===== config.mk =====
export PLATFORM = sky130hd
export DESIGN_NAME = otp_program_control
export DESIGN_NICKNAME = d
export VERILOG_FILES = /design/src/verilog/otp_pkg.sv /design/src/verilog/otp_cell_array.sv /design/src/verilog/otp_program_control.sv
export SDC_FILE = /design/constraint.sdc
export NUM_CORES = 1
export LEC_CHECK = 0
export BUFFER_PORTS_ARGS = -buffer_cell sky130_fd_sc_hd__buf_2
export CAP_MARGIN = 20
export CORE_AREA = 2 2 308 310
export DETAILED_ROUTE_END_ITERATION = 6
export DIE_AREA = 0 0 310 312
export PLACE_DENSITY = 0.71
export RECOVER_POWER = 25
export SLEW_MARGIN = 10
export SYNTH_ARGS = -nofsm -noshare
export SYNTH_HDL_FRONTEND = slang
export SYNTH_SLANG_ARGS = --single-unit
export TNS_END_PERCENT = 20

===== constraint.sdc =====
create_clock -name sys_clk -period 11 [get_ports sys_clk]
set_clock_uncertainty 0.1 [all_clocks]
set_input_delay 1.1 -clock sys_clk [delete_from_list [all_inputs] [get_ports sys_clk]]
set_output_delay 1.1 -clock sys_clk [all_outputs]
set_load 0.05 [all_outputs]

===== src/verilog/otp_pkg.sv =====
// constants, types and field layout for the one-time-programmable memory front end
package otp_pkg;

	typedef logic [7:0]  byte_t;
	typedef logic [2:0]  fill_t;
	typedef logic [15:0] loc_t;

	// command codes on page 1
	localparam byte_t PROGRAM_DATA_OFFSET      = 8'he0;
	localparam byte_t LOCATION_LOW_OFFSET      = 8'he1;
	localparam byte_t LOCATION_HIGH_OFFSET     = 8'he2;
	localparam byte_t UNLOCK_UPPER_OFFSET      = 8'he3;
	localparam byte_t UNLOCK_MIDDLE_OFFSET     = 8'he4;
	localparam byte_t UNLOCK_LOWER_OFFSET      = 8'he5;
	localparam byte_t IDENT_MARKS_OFFSET       = 8'he6;
	localparam byte_t THIRD_IDENT_MARK_OFFSET  = 8'he7;
	localparam byte_t VOLTAGE_GAMMA_OFFSET     = 8'he8;
	localparam byte_t ACTIVITY_STATUS_OFFSET   = 8'he9;

	// page select command and its fixed bytes
	localparam byte_t PAGE_SELECT_CODE         = 8'hff;
	localparam byte_t PAGE_KEY_FIRST           = 8'h98;
	localparam byte_t PAGE_KEY_SECOND          = 8'h81;
	localparam byte_t PAGE_OF_REGS             = 8'h01;
	localparam byte_t PAGE_RESET               = 8'h01;

	localparam logic [23:0] UNLOCK_VALUE       = 24'h55aa66;
	localparam byte_t       BYTE_RESET         = 8'h00;
	localparam loc_t        LOCATION_RESET     = 16'h0000;
	localparam logic [23:0] UNLOCK_RESET       = 24'h000000;
	localparam fill_t       FILL_NONE          = 3'h0;

	// field positions inside the status bytes
	localparam int FIRST_IDENT_LSB   = 0;
	localparam int SECOND_IDENT_LSB  = 4;
	localparam int FIRST_VOLT_LSB    = 0;
	localparam int SECOND_VOLT_LSB   = 3;
	localparam int NEG_CURVE_BIT     = 6;
	localparam int POS_CURVE_BIT     = 7;
	localparam int ACTIVITY_BIT      = 7;

	// memory locations
	localparam loc_t LOC_FIRST_IDENT  = 16'h0001;
	localparam loc_t LOC_SECOND_IDENT = 16'h0002;
	localparam loc_t LOC_THIRD_IDENT  = 16'h0003;
	localparam loc_t LOC_VOLT1_HIGH   = 16'h0004;
	localparam loc_t LOC_VOLT1_LOW    = 16'h0005;
	localparam loc_t LOC_VOLT2_HIGH   = 16'h0006;
	localparam loc_t LOC_VOLT2_LOW    = 16'h0007;
	localparam loc_t LOC_FIRST_REG    = 16'h0008;
	localparam loc_t LOC_SECOND_REG   = 16'h0009;
	localparam loc_t LOC_POS_FIRST    = 16'h0068;
	localparam loc_t LOC_POS_LAST     = 16'h007b;
	localparam loc_t LOC_NEG_FIRST    = 16'h007c;
	localparam loc_t LOC_NEG_LAST     = 16'h008f;
	localparam int   NV_DEPTH         = 144;

	// programming time
	localparam int          CLK_PERIOD_NS   = 100;
	localparam int          PROGRAM_TIME_NS = 10000;
	localparam int          PROGRAM_CYCLES  = (PROGRAM_TIME_NS + CLK_PERIOD_NS - 1) / CLK_PERIOD_NS;
	localparam logic [15:0] BURN_LAST_COUNT = 16'(PROGRAM_CYCLES - 1);

	typedef enum logic [3:0] {
		item_none, item_id1, item_id2, item_id3, item_first_common_voltage, item_second_common_voltage, item_reg, item_gamp, item_gamn
	} item_e;

	typedef enum logic {st_idle, st_burn} state_e;

endpackage


===== src/verilog/otp_cell_array.sv =====
// storage array of the one-time-programmable memory with a registered read port
`timescale 1ns/1ps
module otp_cell_array
	import otp_pkg::*;
(
	input  wire logic           sys_clk,
	input  wire logic           sys_rst,
	input  wire logic           wr_en,
	input  wire logic [7:0]     wr_loc,
	input  wire otp_pkg::byte_t wr_byte,
	input  wire logic [7:0]     rd_loc,
	output otp_pkg::byte_t      rd_byte
);

	import otp_pkg::*;

	byte_t cells [NV_DEPTH];

	wire rd_inside = (int'(rd_loc) < NV_DEPTH);

	// contents are non-volatile, so the cells themselves take no reset
	always_ff @(posedge sys_clk)
	begin
		if (wr_en && (int'(wr_loc) < NV_DEPTH))
			cells[wr_loc] <= wr_byte;
	end

	always_ff @(posedge sys_clk or posedge sys_rst)
	begin
		if (sys_rst)
			rd_byte <= BYTE_RESET;
		else
			rd_byte <= rd_inside ? cells[rd_loc] : BYTE_RESET;
	end

endmodule


===== src/verilog/otp_program_control.sv =====
// command-register front end that programs the one-time-programmable memory
`timescale 1ns/1ps
//
// Overview of operation
// - programming starts only when the 24-bit unlock word equals 55aa66
// - wrong unlock word at an attempt abandons it, memory untouched
// - a completed operation stores the program byte at the selected location
// - location is 16 bits, low byte at e1, high byte at e2, combined
// - locations 1-3 identity, 4-7 two 9-bit voltages high first, 8-9 regulators
// - 68-7b positive curve points, 7c-8f negative curve points
// - unlock word spans e3..e5, most significant byte first
// - programming an identity item, a voltage low byte or a curve's last point advances its read-only count mark
// - three-bit marks use fill code 000, 001, 011, 111
// - identity and voltage items allow at most three programmings
// - curve marks are one bit, set once the curve's last point is programmed
// - marks packed into e6, e7 and e8 as laid out
// - e9 bit 7 shows busy while programming, other bits read zero
// - data, location and unlock registers reset to zero on every reset
// - registers stay reachable in every power mode
module otp_program_control
	import otp_pkg::*;
(
	input  wire logic           sys_clk,
	input  wire logic           sys_rst,
	input  wire logic           sw_reset,
	input  wire logic           cmd_valid,
	input  wire otp_pkg::byte_t cmd_code,
	input  wire logic [1:0]     cmd_param_index,
	input  wire otp_pkg::byte_t cmd_param,
	input  wire logic           rd_req,
	input  wire otp_pkg::byte_t rd_code,
	input  wire logic [7:0]     nv_read_location,
	output otp_pkg::byte_t      rd_data,
	output logic                rd_valid,
	output logic                busy,
	output logic                program_done,
	output logic                program_refused,
	output otp_pkg::byte_t      nv_read_byte
);

	import otp_pkg::*;

	localparam int BURN_SPAN = PROGRAM_CYCLES;
	localparam int BURN_LAST = PROGRAM_CYCLES - 1;

	//////////////////////////////////////////////////////////////////////////////
	// location decode

	function automatic item_e item_of(input loc_t loc);
		if (loc == LOC_FIRST_IDENT)
			return item_id1;
		if (loc == LOC_SECOND_IDENT)
			return item_id2;
		if (loc == LOC_THIRD_IDENT)
			return item_id3;
		if (loc == LOC_VOLT1_HIGH || loc == LOC_VOLT1_LOW)
			return item_first_common_voltage;
		if (loc == LOC_VOLT2_HIGH || loc == LOC_VOLT2_LOW)
			return item_second_common_voltage;
		if (loc == LOC_FIRST_REG || loc == LOC_SECOND_REG)
			return item_reg;
		if (loc >= LOC_POS_FIRST && loc <= LOC_POS_LAST)
			return item_gamp;
		if (loc >= LOC_NEG_FIRST && loc <= LOC_NEG_LAST)
			return item_gamn;
		return item_none;
	endfunction

	// a 9-bit voltage counts once its low byte lands; a curve once its last point lands
	function automatic logic loc_advances(input loc_t loc);
		return !(loc == LOC_VOLT1_HIGH || loc == LOC_VOLT2_HIGH ||
			(loc >= LOC_POS_FIRST && loc < LOC_POS_LAST) ||
			(loc >= LOC_NEG_FIRST && loc < LOC_NEG_LAST));
	endfunction

	function automatic fill_t fill_step(input fill_t mark);
		return {mark[1:0], 1'b1};
	endfunction

	//////////////////////////////////////////////////////////////////////////////
	// state

	byte_t       program_byte;
	loc_t        program_location;
	logic [23:0] unlock_word;
	fill_t       first_ident_count;
	fill_t       second_ident_count;
	fill_t       third_ident_count;
	fill_t       first_voltage_count;
	fill_t       second_voltage_count;
	logic        positive_curve_count;
	logic        negative_curve_count;
	state_e      state;
	logic [15:0] burn_timer;
	byte_t       burn_byte;
	logic [7:0]  burn_loc;
	item_e       burn_item;
	logic        burn_advance;
	byte_t       page;
	logic [1:0]  page_key_ok;

	//////////////////////////////////////////////////////////////////////////////
	// command decode

	wire page_cmd    = cmd_valid && cmd_code == PAGE_SELECT_CODE;
	wire reg_write   = cmd_valid && page == PAGE_OF_REGS && cmd_param_index == 2'd0;
	// settings are frozen while burning so the operation in flight cannot be corrupted
	wire regs_open   = reg_write && state == st_idle;
	wire wr_data     = regs_open && cmd_code == PROGRAM_DATA_OFFSET;
	wire wr_loc_low  = regs_open && cmd_code == LOCATION_LOW_OFFSET;
	wire wr_loc_high = regs_open && cmd_code == LOCATION_HIGH_OFFSET;
	wire wr_key_up   = regs_open && cmd_code == UNLOCK_UPPER_OFFSET;
	wire wr_key_mid  = regs_open && cmd_code == UNLOCK_MIDDLE_OFFSET;
	wire wr_key_low  = regs_open && cmd_code == UNLOCK_LOWER_OFFSET;

	wire   key_ok       = unlock_word == UNLOCK_VALUE;
	item_e attempt_item;
	assign attempt_item = item_of(program_location);
	wire   item_full    = (attempt_item == item_id1  && first_ident_count[2])   ||
	                      (attempt_item == item_id2  && second_ident_count[2])  ||
	                      (attempt_item == item_id3  && third_ident_count[2])   ||
	                      (attempt_item == item_first_common_voltage && first_voltage_count[2]) ||
	                      (attempt_item == item_second_common_voltage && second_voltage_count[2])||
	                      (attempt_item == item_gamp && positive_curve_count)   ||
	                      (attempt_item == item_gamn && negative_curve_count);
	wire   start_ok     = wr_data && key_ok && attempt_item != item_none && !item_full;
	wire   refuse       = wr_data && !start_ok;
	wire   timer_done   = burn_timer == BURN_LAST_COUNT;
	wire   nv_wr_en     = state == st_burn && timer_done;

	//////////////////////////////////////////////////////////////////////////////
	// page select and host registers

	always_ff @(posedge sys_clk or posedge sys_rst)
	begin
		if (sys_rst)
		begin
			page        <= PAGE_RESET;
			page_key_ok <= 2'b00;
		end
		else if (sw_reset)
		begin
			page        <= PAGE_RESET;
			page_key_ok <= 2'b00;
		end
		else if (page_cmd)
		begin
			page_key_ok[0] <= cmd_param_index == 2'd0 && cmd_param == PAGE_KEY_FIRST;
			page_key_ok[1] <= cmd_param_index == 2'd1 && cmd_param == PAGE_KEY_SECOND && page_key_ok[0];
			if (cmd_param_index == 2'd2 && page_key_ok[1])
				page <= cmd_param;
		end
	end

	always_ff @(posedge sys_clk or posedge sys_rst)
	begin
		if (sys_rst)
		begin
			program_byte     <= BYTE_RESET;
			program_location <= LOCATION_RESET;
			unlock_word      <= UNLOCK_RESET;
		end
		else if (sw_reset)
		begin
			program_byte     <= BYTE_RESET;
			program_location <= LOCATION_RESET;
			unlock_word      <= UNLOCK_RESET;
		end
		else
		begin
			if (wr_data)
				program_byte <= cmd_param;
			if (wr_loc_low)
				program_location[7:0] <= cmd_param;
			if (wr_loc_high)
				program_location[15:8] <= cmd_param;
			if (wr_key_up)
				unlock_word[23:16] <= cmd_param;
			if (wr_key_mid)
				unlock_word[15:8] <= cmd_param;
			if (wr_key_low)
				unlock_word[7:0] <= cmd_param;
		end
	end

	//////////////////////////////////////////////////////////////////////////////
	// programming sequencer

	always_ff @(posedge sys_clk or posedge sys_rst)
	begin
		if (sys_rst)
		begin
			state           <= st_idle;
			busy            <= 1'b0;
			burn_timer      <= 16'h0000;
			burn_byte       <= BYTE_RESET;
			burn_loc        <= 8'h00;
			burn_item       <= item_none;
			burn_advance    <= 1'b0;
			program_done    <= 1'b0;
			program_refused <= 1'b0;
		end
		else
		begin
			program_done    <= nv_wr_en;
			program_refused <= refuse;
			unique case (state)
				st_idle:
				begin
					burn_timer <= 16'h0000;
					if (start_ok)
					begin
						state        <= st_burn;
						busy         <= 1'b1;
						burn_byte    <= cmd_param;
						burn_loc     <= program_location[7:0];
						burn_item    <= attempt_item;
						burn_advance <= loc_advances(program_location);
					end
				end
				st_burn:
				begin
					burn_timer <= burn_timer + 16'h0001;
					if (timer_done)
					begin
						state <= st_idle;
						busy  <= 1'b0;
					end
				end
			endcase
		end
	end

	// marks live with the memory contents: only a power-on reset clears them
	always_ff @(posedge sys_clk or posedge sys_rst)
	begin
		if (sys_rst)
		begin
			first_ident_count    <= FILL_NONE;
			second_ident_count   <= FILL_NONE;
			third_ident_count    <= FILL_NONE;
			first_voltage_count  <= FILL_NONE;
			second_voltage_count <= FILL_NONE;
			positive_curve_count <= 1'b0;
			negative_curve_count <= 1'b0;
		end
		else if (nv_wr_en && burn_advance)
		begin
			if (burn_item == item_id1)
				first_ident_count <= fill_step(first_ident_count);
			if (burn_item == item_id2)
				second_ident_count <= fill_step(second_ident_count);
			if (burn_item == item_id3)
				third_ident_count <= fill_step(third_ident_count);
			if (burn_item == item_first_common_voltage)
				first_voltage_count <= fill_step(first_voltage_count);
			if (burn_item == item_second_common_voltage)
				second_voltage_count <= fill_step(second_voltage_count);
			if (burn_item == item_gamp)
				positive_curve_count <= 1'b1;
			if (burn_item == item_gamn)
				negative_curve_count <= 1'b1;
		end
	end

	otp_cell_array cells
	(
		.sys_clk (sys_clk),
		.sys_rst (sys_rst),
		.wr_en   (nv_wr_en),
		.wr_loc  (burn_loc),
		.wr_byte (burn_byte),
		.rd_loc  (nv_read_location),
		.rd_byte (nv_read_byte)
	);

	//////////////////////////////////////////////////////////////////////////////
	// read-back; no power-mode gating, reads work in every mode

	byte_t ident_view;
	byte_t third_view;
	byte_t voltage_view;
	byte_t activity_view;
	byte_t rd_value;

	assign ident_view    = {1'b0, second_ident_count, 1'b0, first_ident_count};
	assign third_view    = {5'h00, third_ident_count};
	assign voltage_view  = {positive_curve_count, negative_curve_count,
	                        second_voltage_count, first_voltage_count};
	assign activity_view = {busy, 7'h00};
	assign rd_value      = (page != PAGE_OF_REGS)                ? BYTE_RESET :
	                       (rd_code == PROGRAM_DATA_OFFSET)      ? program_byte :
	                       (rd_code == LOCATION_LOW_OFFSET)      ? program_location[7:0] :
	                       (rd_code == LOCATION_HIGH_OFFSET)     ? program_location[15:8] :
	                       (rd_code == UNLOCK_UPPER_OFFSET)      ? unlock_word[23:16] :
	                       (rd_code == UNLOCK_MIDDLE_OFFSET)     ? unlock_word[15:8] :
	                       (rd_code == UNLOCK_LOWER_OFFSET)      ? unlock_word[7:0] :
	                       (rd_code == IDENT_MARKS_OFFSET)       ? ident_view :
	                       (rd_code == THIRD_IDENT_MARK_OFFSET)  ? third_view :
	                       (rd_code == VOLTAGE_GAMMA_OFFSET)     ? voltage_view :
	                       (rd_code == ACTIVITY_STATUS_OFFSET)   ? activity_view : BYTE_RESET;

	always_ff @(posedge sys_clk or posedge sys_rst)
	begin
		if (sys_rst)
		begin
			rd_data  <= BYTE_RESET;
			rd_valid <= 1'b0;
		end
		else
		begin
			rd_valid <= rd_req;
			rd_data  <= rd_req ? rd_value : BYTE_RESET;
		end
	end

	//////////////////////////////////////////////////////////////////////////////
	// assertions

	property p_start_needs_key;
		@(posedge sys_clk) disable iff (sys_rst)
		$rose(busy) |-> $past(unlock_word) == UNLOCK_VALUE;
	endproperty
	a_start_needs_key: assert property (p_start_needs_key) else $error("programming began without unlock");

	property p_bad_key_abandons;
		@(posedge sys_clk) disable iff (sys_rst)
		(wr_data && unlock_word != UNLOCK_VALUE) |=> (!busy && program_refused) ##1 !busy;
	endproperty
	a_bad_key_abandons: assert property (p_bad_key_abandons) else $error("wrong key did not abandon");

	property p_byte_stored;
		@(posedge sys_clk) disable iff (sys_rst)
		$rose(busy) |-> ##BURN_LAST (nv_wr_en && burn_byte == $past(cmd_param, BURN_SPAN));
	endproperty
	a_byte_stored: assert property (p_byte_stored) else $error("stored byte is not the written byte");

	property p_location_high;
		@(posedge sys_clk) disable iff (sys_rst)
		(wr_loc_high && !sw_reset) |=> program_location[15:8] == $past(cmd_param) && $stable(program_location[7:0]);
	endproperty
	a_location_high: assert property (p_location_high) else $error("location high byte wrong");

	property p_key_upper;
		@(posedge sys_clk) disable iff (sys_rst)
		(wr_key_up && !sw_reset) |=> unlock_word[23:16] == $past(cmd_param) && $stable(unlock_word[15:0]);
	endproperty
	a_key_upper: assert property (p_key_upper) else $error("unlock upper byte wrong");

	property p_fill_step;
		@(posedge sys_clk) disable iff (sys_rst)
		(nv_wr_en && burn_advance && burn_item == item_id1) |=>
			first_ident_count == {$past(first_ident_count[1:0]), 1'b1};
	endproperty
	a_fill_step: assert property (p_fill_step) else $error("identity mark did not advance");

	property p_full_refused;
		@(posedge sys_clk) disable iff (sys_rst)
		(wr_data && program_location == LOC_FIRST_IDENT && first_ident_count[2]) |=> !busy ##1 !busy;
	endproperty
	a_full_refused: assert property (p_full_refused) else $error("full item was programmed again");

	property p_curve_mark;
		@(posedge sys_clk) disable iff (sys_rst)
		$rose(positive_curve_count) |-> $past(nv_wr_en) && $past(burn_loc) == LOC_POS_LAST[7:0];
	endproperty
	a_curve_mark: assert property (p_curve_mark) else $error("curve mark set without last point");

	property p_activity_read;
		@(posedge sys_clk) disable iff (sys_rst)
		(rd_req && rd_code == ACTIVITY_STATUS_OFFSET && page == PAGE_OF_REGS) |=>
			rd_valid && rd_data == {$past(busy), 7'h00};
	endproperty
	a_activity_read: assert property (p_activity_read) else $error("activity status read wrong");

	property p_busy_span;
		@(posedge sys_clk) disable iff (sys_rst)
		$rose(busy) |-> ##BURN_SPAN $fell(busy);
	endproperty
	a_busy_span: assert property (p_busy_span) else $error("busy span wrong");

	property p_soft_reset;
		@(posedge sys_clk) disable iff (sys_rst)
		sw_reset |=> program_byte == BYTE_RESET && program_location == LOCATION_RESET && unlock_word == UNLOCK_RESET;
	endproperty
	a_soft_reset: assert property (p_soft_reset) else $error("soft reset left registers set");

	c_program_done: cover property (@(posedge sys_clk) disable iff (sys_rst) program_done);
	c_refused: cover property (@(posedge sys_clk) disable iff (sys_rst) program_refused);
	c_ident_full: cover property (@(posedge sys_clk) disable iff (sys_rst) $rose(first_ident_count[2]));
	c_curve_set: cover property (@(posedge sys_clk) disable iff (sys_rst) $rose(negative_curve_count));

endmodule


=== Word-level counts from Yosys, hierarchy flattened ===
Memories as Yosys holds them, arrays and structs flattened.
Cells that the tools add are included.

* $add $sub $neg: 1
* Magnitude comparators: 8
* Eq/ne operators: 50
* Mux-type cells: 93
* Bitwise logic cells: 1
* Reductions and logical operators: 67

{| class="wikitable"
|+ Operators with widths
! operator !! count
|-
| $mux 8 || 23
|-
| $eq 8x8->1 const B || 19
|-
| $mux 4 || 21
|-
| $eq 16x3->1 const B || 4
|-
| $mux 1 || 42
|-
| $eq 16x2->1 const B || 2
|-
| $eq 16x4->1 const B || 2
|-
| $ge 16x7->1 const B || 2
|-
| $logic_and 1x1->1 || 32
|-
| $pmux 16 s2 || 1
|-
| $eq 24x23->1 const B || 1
|-
| $eq 4x3->1 const B || 6
|-
| $mux 24 || 1
|-
| $reduce_and 2->1 || 10
|-
| $add 16x1->16 const B || 1
|-
| $eq 16x1->1 const B || 1
|-
| $eq 16x7->1 const B || 1
|-
| $eq 4x2->1 const B || 4
|-
| $le 16x7->1 const B || 1
|-
| $le 16x8->1 const B || 1
|-
| $lt 16x7->1 const B || 1
|-
| $lt 16x8->1 const B || 1
|-
| $lt 8x8->1 const B || 2
|-
| $mux 16 || 1
|-
| 16 further kinds || 40
|}

* Bits in registers: 133
* Bits in writable memories: 1152
* Bits of input ports: 39
* Output and inout bits: 20
* Word-level logic and storage cells: 248
* Memories: 1

{| class="wikitable"
|+ Memory list
! name !! depth !! width !! rd ports !! clocked after memory_dff !! write ports !! RTL line !! source
|-
| cells.cells || 144 || 8 || 1 || 0 || 1 || otp_cell_array.sv:17 || <nowiki>byte_t cells [NV_DEPTH];</nowiki>
|}

=== Logic depth before layout (Yosys ltp) ===
* Word-level depth: 50
* Mapped depth: 11
* Gate-level depth less buffers: 7

=== Cells and area by module ===
From an unflattened synthesis, not the netlist that was laid out.

* Cell total of the unflattened synthesis: 2862
* Area, all modules: 51700.8 um2

{| class="wikitable"
|+ Modules (own cells, without submodules)
! module !! times used !! cells each !! area an instance (um2) !! seq. area each (um2)
|-
| otp_cell_array || 1 || 2251 || 45402.3 || 34793.4
|-
| otp_program_control || 1 || 611 || 6298.5 || 3129.3
|}

=== Least setup slack after synthesis ===
OpenSTA, ideal clock, no wires.

* Path kind: input port to flip-flop
* Start point: input nv_read_location[0]
* End point: register cells.rd_byte[7]
* Setup time: 0.141 ns
* Data arrival time: 3.239 ns
* Required time: 10.759 ns
* Setup slack: 7.519 ns
* Cell stages on the path: 9
* Cells stage by stage: clkbuf_1 > buf_2 > buf_2 > buf_2 > mux4_2 > a22oi_1 > o211ai_1 > a211oi_1 > a211oi_1

* Cells in the longest elaborated chain, start to end: 2
* Elaborated cells on any way between the ends: 3

{| class="wikitable"
|+ RTL lines
! item !! RTL line !! source
|-
| start: declaration || otp_program_control.sv:32 || <nowiki>input wire logic [7:0] nv_read_location,</nowiki>
|-
| $mem_v2 144x8 / $lt 8x8->1 (equally long branches) || -- ||
|-
| $mux 8 * || otp_cell_array.sv:33 || <nowiki>rd_byte <= rd_inside ? cells[rd_loc] : BYTE_RESET;</nowiki>
|-
| end signal: assignment || otp_cell_array.sv:33 ||
|-
| end: declaration || otp_cell_array.sv:12 || <nowiki>output otp_pkg::byte_t rd_byte</nowiki>
|}

Mark *: on every way between the ends. The rest lies on a longest branch, timed or not.
A chain may end at the register's enable or synchronous reset.

==> results by stage <==
Outcome:
- The run finished, with violations left.
- The checks that failed: max-capacitance violations, max-slew violations.

CTS:
- The later-pin clock latency in the skew report is 0.74 ns.
- TritonCTS built the clock tree.
- The maximum level of the CTS H-tree is 4.
- The maximum root-to-sink buffer count is 3.
- Clock tree synthesis selected as its root buffer the cell clkbuf_16.
- Once the clock tree was built, the resizer swapped 0 gates to a different size.
- The number of hold buffers added after CTS is 0.
- The number of buffers inserted to repair setup after CTS is 0.
- The clock net in this run drives a total of 1285 sinks.
- The number of CTS-inserted buffers is approximately 130.
- Clock-pin slew was measured on the worst setup and hold paths at around 0.06 ns.

Synthesis:
- The register bit total from synthesis is approximately 1300.
- For this run, the leading register cell type out of synthesis is edfxtp_1.
- The post-synthesis share of cell area spent on and, or, nand and nor gates is 0.0465.
- The commonest cells after synthesis are 1152 x edfxtp_1, 308 x mux4_2, 242 x nor2_1.
- The number of enable flip-flop cells after synthesis is 1152.
- The number of nets handed over by synthesis was 2668.
- The total number of yosys warnings is 0.
- In this run the cell area of the synthesized design comes to 51000 um2.
- The xor/xnor share of the synthesized area is 0.00223.
- The share of synthesized area in the top cell type comes to 0.678.
- The biggest area contributor in the post-synthesis netlist is edfxtp_1.
- Yosys attributes the largest share of cell area to edfxtp_1 68%, mux4_2 14%, dfrtp_1 6.5%.
- The adder-cell share of the synthesized area is 0.000245.
- The proportion of synthesized chip area in sequential cells is 0.743.
- The async set-or-reset flop fraction in the synthesized netlist is 0.104.
- The most frequent cell after synthesis is edfxtp_1.
- The netlist uses 82 different library cells.
- The fraction of synthesized area in multiplexers is 0.162.
- The count of mapped cells out of synthesis is 2628.
- The main combinational cell family by area after synthesis is multiplexers.
- The area fraction in compound gates after synthesis is 0.0323.
- The mean instance size in the synthesized netlist is 19.4 um2.

Die:
- The die is 310 um wide.
- The die covers 96700 um2.
- The core region is 93000 um2.
- During I/O placement, the number of pins put on the boundary was 59.
- The number of core rows is ~110.
- From bottom edge to top edge, the die measures roughly 310 um.
- The starting utilization of the core area is 0.549.

Cells and area:
- The filler cell count in the final layout is 6486.
- The fraction of layout cells with a size suffix above 1 is 0.227.
- Relative to the synthesized area, the layout overhead comes to 11.5%.
- The number of nets at the end of the flow is 2740.
- Registers take 37900 um2.
- In the final layout, the multi-input gates occupy 12400 um2.

Run:
- The number of max-cap violations is 12.

Setup path:
- The start-to-end type of the worst setup path is in2async.
- The path length in cells of the critical path is 3.
- Data on the critical path arrives at its endpoint at 5.77 ns.
- The worst-path cell with the longest stage delay is clkbuf_1.
- In this run the register-to-register setup slack is 5.51 ns.
- The number of buffers and inverters on the critical path is 3.
- The worst setup path is captured at an async pin.
- For the worst flop-to-flop path, the logic depth is 1.
- Walking the worst path, the cells encountered are buf_2 > clkinvlp_2 > clkbuf_1.
- Grouping stages by cell kind, the critical path spends the most delay in buffers and inverters.
- For this run, the slowest stage of the critical path takes 2.37 ns.
- The largest fanout on the critical path is 74.
- STA puts the critical path data required time at about 11 ns.
- The worst setup path is launched from an input pin.

Placement:
- The placement-stage worst setup slack is just under 6 ns.
- The routability congestion estimate is 0.897.
- Detailed placement finished with a half-perimeter wire length of 73.9 mm.
- The port buffer count is 58.

Timing:
- Setup violations remaining at the end of the flow were counted as 0.
- The routed design could run at a clock period as short as ~5.7 ns.
- Setup slack closes at 5.25 ns.
- The actual transition at the worst max-transition pin is 4.15 ns.
- The final max-slew violation count is around 800.
- Hold timing on the final database bottoms out at a slack of between 0.3 and 0.4 ns.
- Setup total negative slack on the finished layout was measured at 0 ns.
- The final-report hold violation count is 0.
- The highest clock rate is 174 MHz.
- Setup repair after global routing left no endpoint under its margin.
- Measured against its own limit, the worst slew margin works out to -1.77.
- The final cycle utilization of the critical path is 0.522.

Drt:
- For this block, the via count after detailed routing is about 26000.
- The post-detailed-routing wire length is 123 mm.
- The final routed wire length divided by cell count is 30.3 um.
- In this run the remaining antenna-violating nets after routing total 0.
- The DRC violation count after routing is 0.
- The detailed router's first-iteration violation count is ~3500.
- The first TritonRoute pass finished after 5 iterations.
- The ratio of routed vias to standard cells is 6.47.

Global routing:
- The number of global-route vias before repair is approximately 26000.
- The first global-routing pass estimated 181 mm of wire.
- For this run the aggregate overflow at the end of global routing stands at 0.
- Entering global routing, the biggest net connects ~120 pins.
- The global-route total usage across every layer is 0.259.
- The initial antenna violation count is 1.

Power and ir drop:
- The leakage dissipation is roughly 15 nW.
- For this design the ratio of total power to cell area is 175 nW/um2.
- The worst ir drop on vdd is 0.170 mV.

Worst hold path:
- The type of the tightest min-delay check is reg2reg.
- The hold path depth is 1.
## final timing paths
| kind | from | endpoint |
|---|---|---|
| min in group asynchronous | sys_rst | burn_timer[13] |
| max in group sys_clk | burn_byte[2] | cells.cells[52][2] |
| max reg2reg | burn_byte[2] | cells.cells[52][2] |
| max | sys_rst | third_ident_count[0] |
| min reg2reg | burn_timer[0] | burn_timer[0] |
| min | burn_timer[0] | burn_timer[0] |
## per-stage QoR
| stage | power, W | instance area (um2) | cells | utilization |
|---|---|---|---|---|
| 2_1_floorplan | 0.00552 | 51000 | 2628 | - |
| 3_3_place_gp | 0.00560 | 52600 | 3817 | 0.565 |
| 3_5_place_dp | 0.00560 | 52600 | 3817 | 0.565 |
| 4_1_cts | 0.0100 | 56900 | 4050 | 0.611 |
| 5_1_grt | 0.0102 | 56900 | 4054 | 0.612 |
| 6_report | 0.00998 | 56900 | 4056 | 0.612 |
## state kept, by name, summed over array words and instances, names as in the netlist, 2 cells and up
register / cells
burn_timer: 16
rd_data: 8
cells.cells: 1152
second_ident_count: 3
second_voltage_count: 3
first_voltage_count: 3
program_byte: 8
page: 8
burn_byte: 8
unlock_word: 24
burn_item: 4
program_location: 16
burn_loc: 8
third_ident_count: 3
page_key_ok: 2
cells.rd_byte: 8
first_ident_count: 3
## layout by cell type, fill, tap and decap left out, types with 9 or more instances in the layout
master     count
clkbuf_1      23
xnor2_1       10
nor2b_1       19
and2_1         9
edfxtp_1    1152
a22oi_1       35
a211oi_1      23
mux2_4        18
dfrtp_1      132
buf_4         27
nand2_1       77
nor4_1        11
clkbuf_16    136
a31oi_1        9
o21ai_0       24
and3_1        11
o221ai_1       9
a22o_1        15
and2_0        10
mux2i_1       86
nand3_1       33
clkinv_2      18
nand2b_1      13
nor3_1        18
bufinv_16     15
a21oi_1       41
clkinv_1      27
o22ai_1       18
mux4_2       308
nor2_1       241
buf_2         52
mux2_2        10
## final cells by class
type | count | share of cell area
flip-flops and latches | 1285 | 0.666
multi-input cells | 1179 | 0.218
clock buffers | 157 | 0.0615
well taps | 1254 | 0.0276
clock inverters | 76 | 0.0146
repair buffers | 91 | 0.0108
inverters | 12 | 0.000835
diodes | 2 | 0.0000879
## report_power, final
| part | internal, W | leakage, nW | switching [W] | total (W) |
|---|---|---|---|---|
| logic | 0.0000784 | 3.58 | 0.000165 | 0.000244 |
| clock network | 0.00263 | 2.10 | 0.00185 | 0.00449 |
| registers | 0.00525 | 9.76 | 0.00000386 | 0.00525 |
| total | 0.00796 | 15.4 | 0.00202 | 0.00998 |
## routing by layer
metal | GRT usage | vias up | wire, um
li1 | - | 10853 | -
met1 | 0.367 | 13813 | 47500
met2 | 0.406 | 1375 | 59900
met3 | 0.0552 | 221 | 11600
met4 | 0.0847 | 0 | 3740
met5 | 0 | - | 0
## cell families after synthesis
| group | after synthesis |
|---|---|
| flops | 1285 |
| mux | 430 |
| buf+inv | 164 |
| compound gates | 234 |
| simple gates | 501 |
| fa+ha+maj | 1 |
| xor+xnor | 13 |
Power figures use the tool's default switching activity.
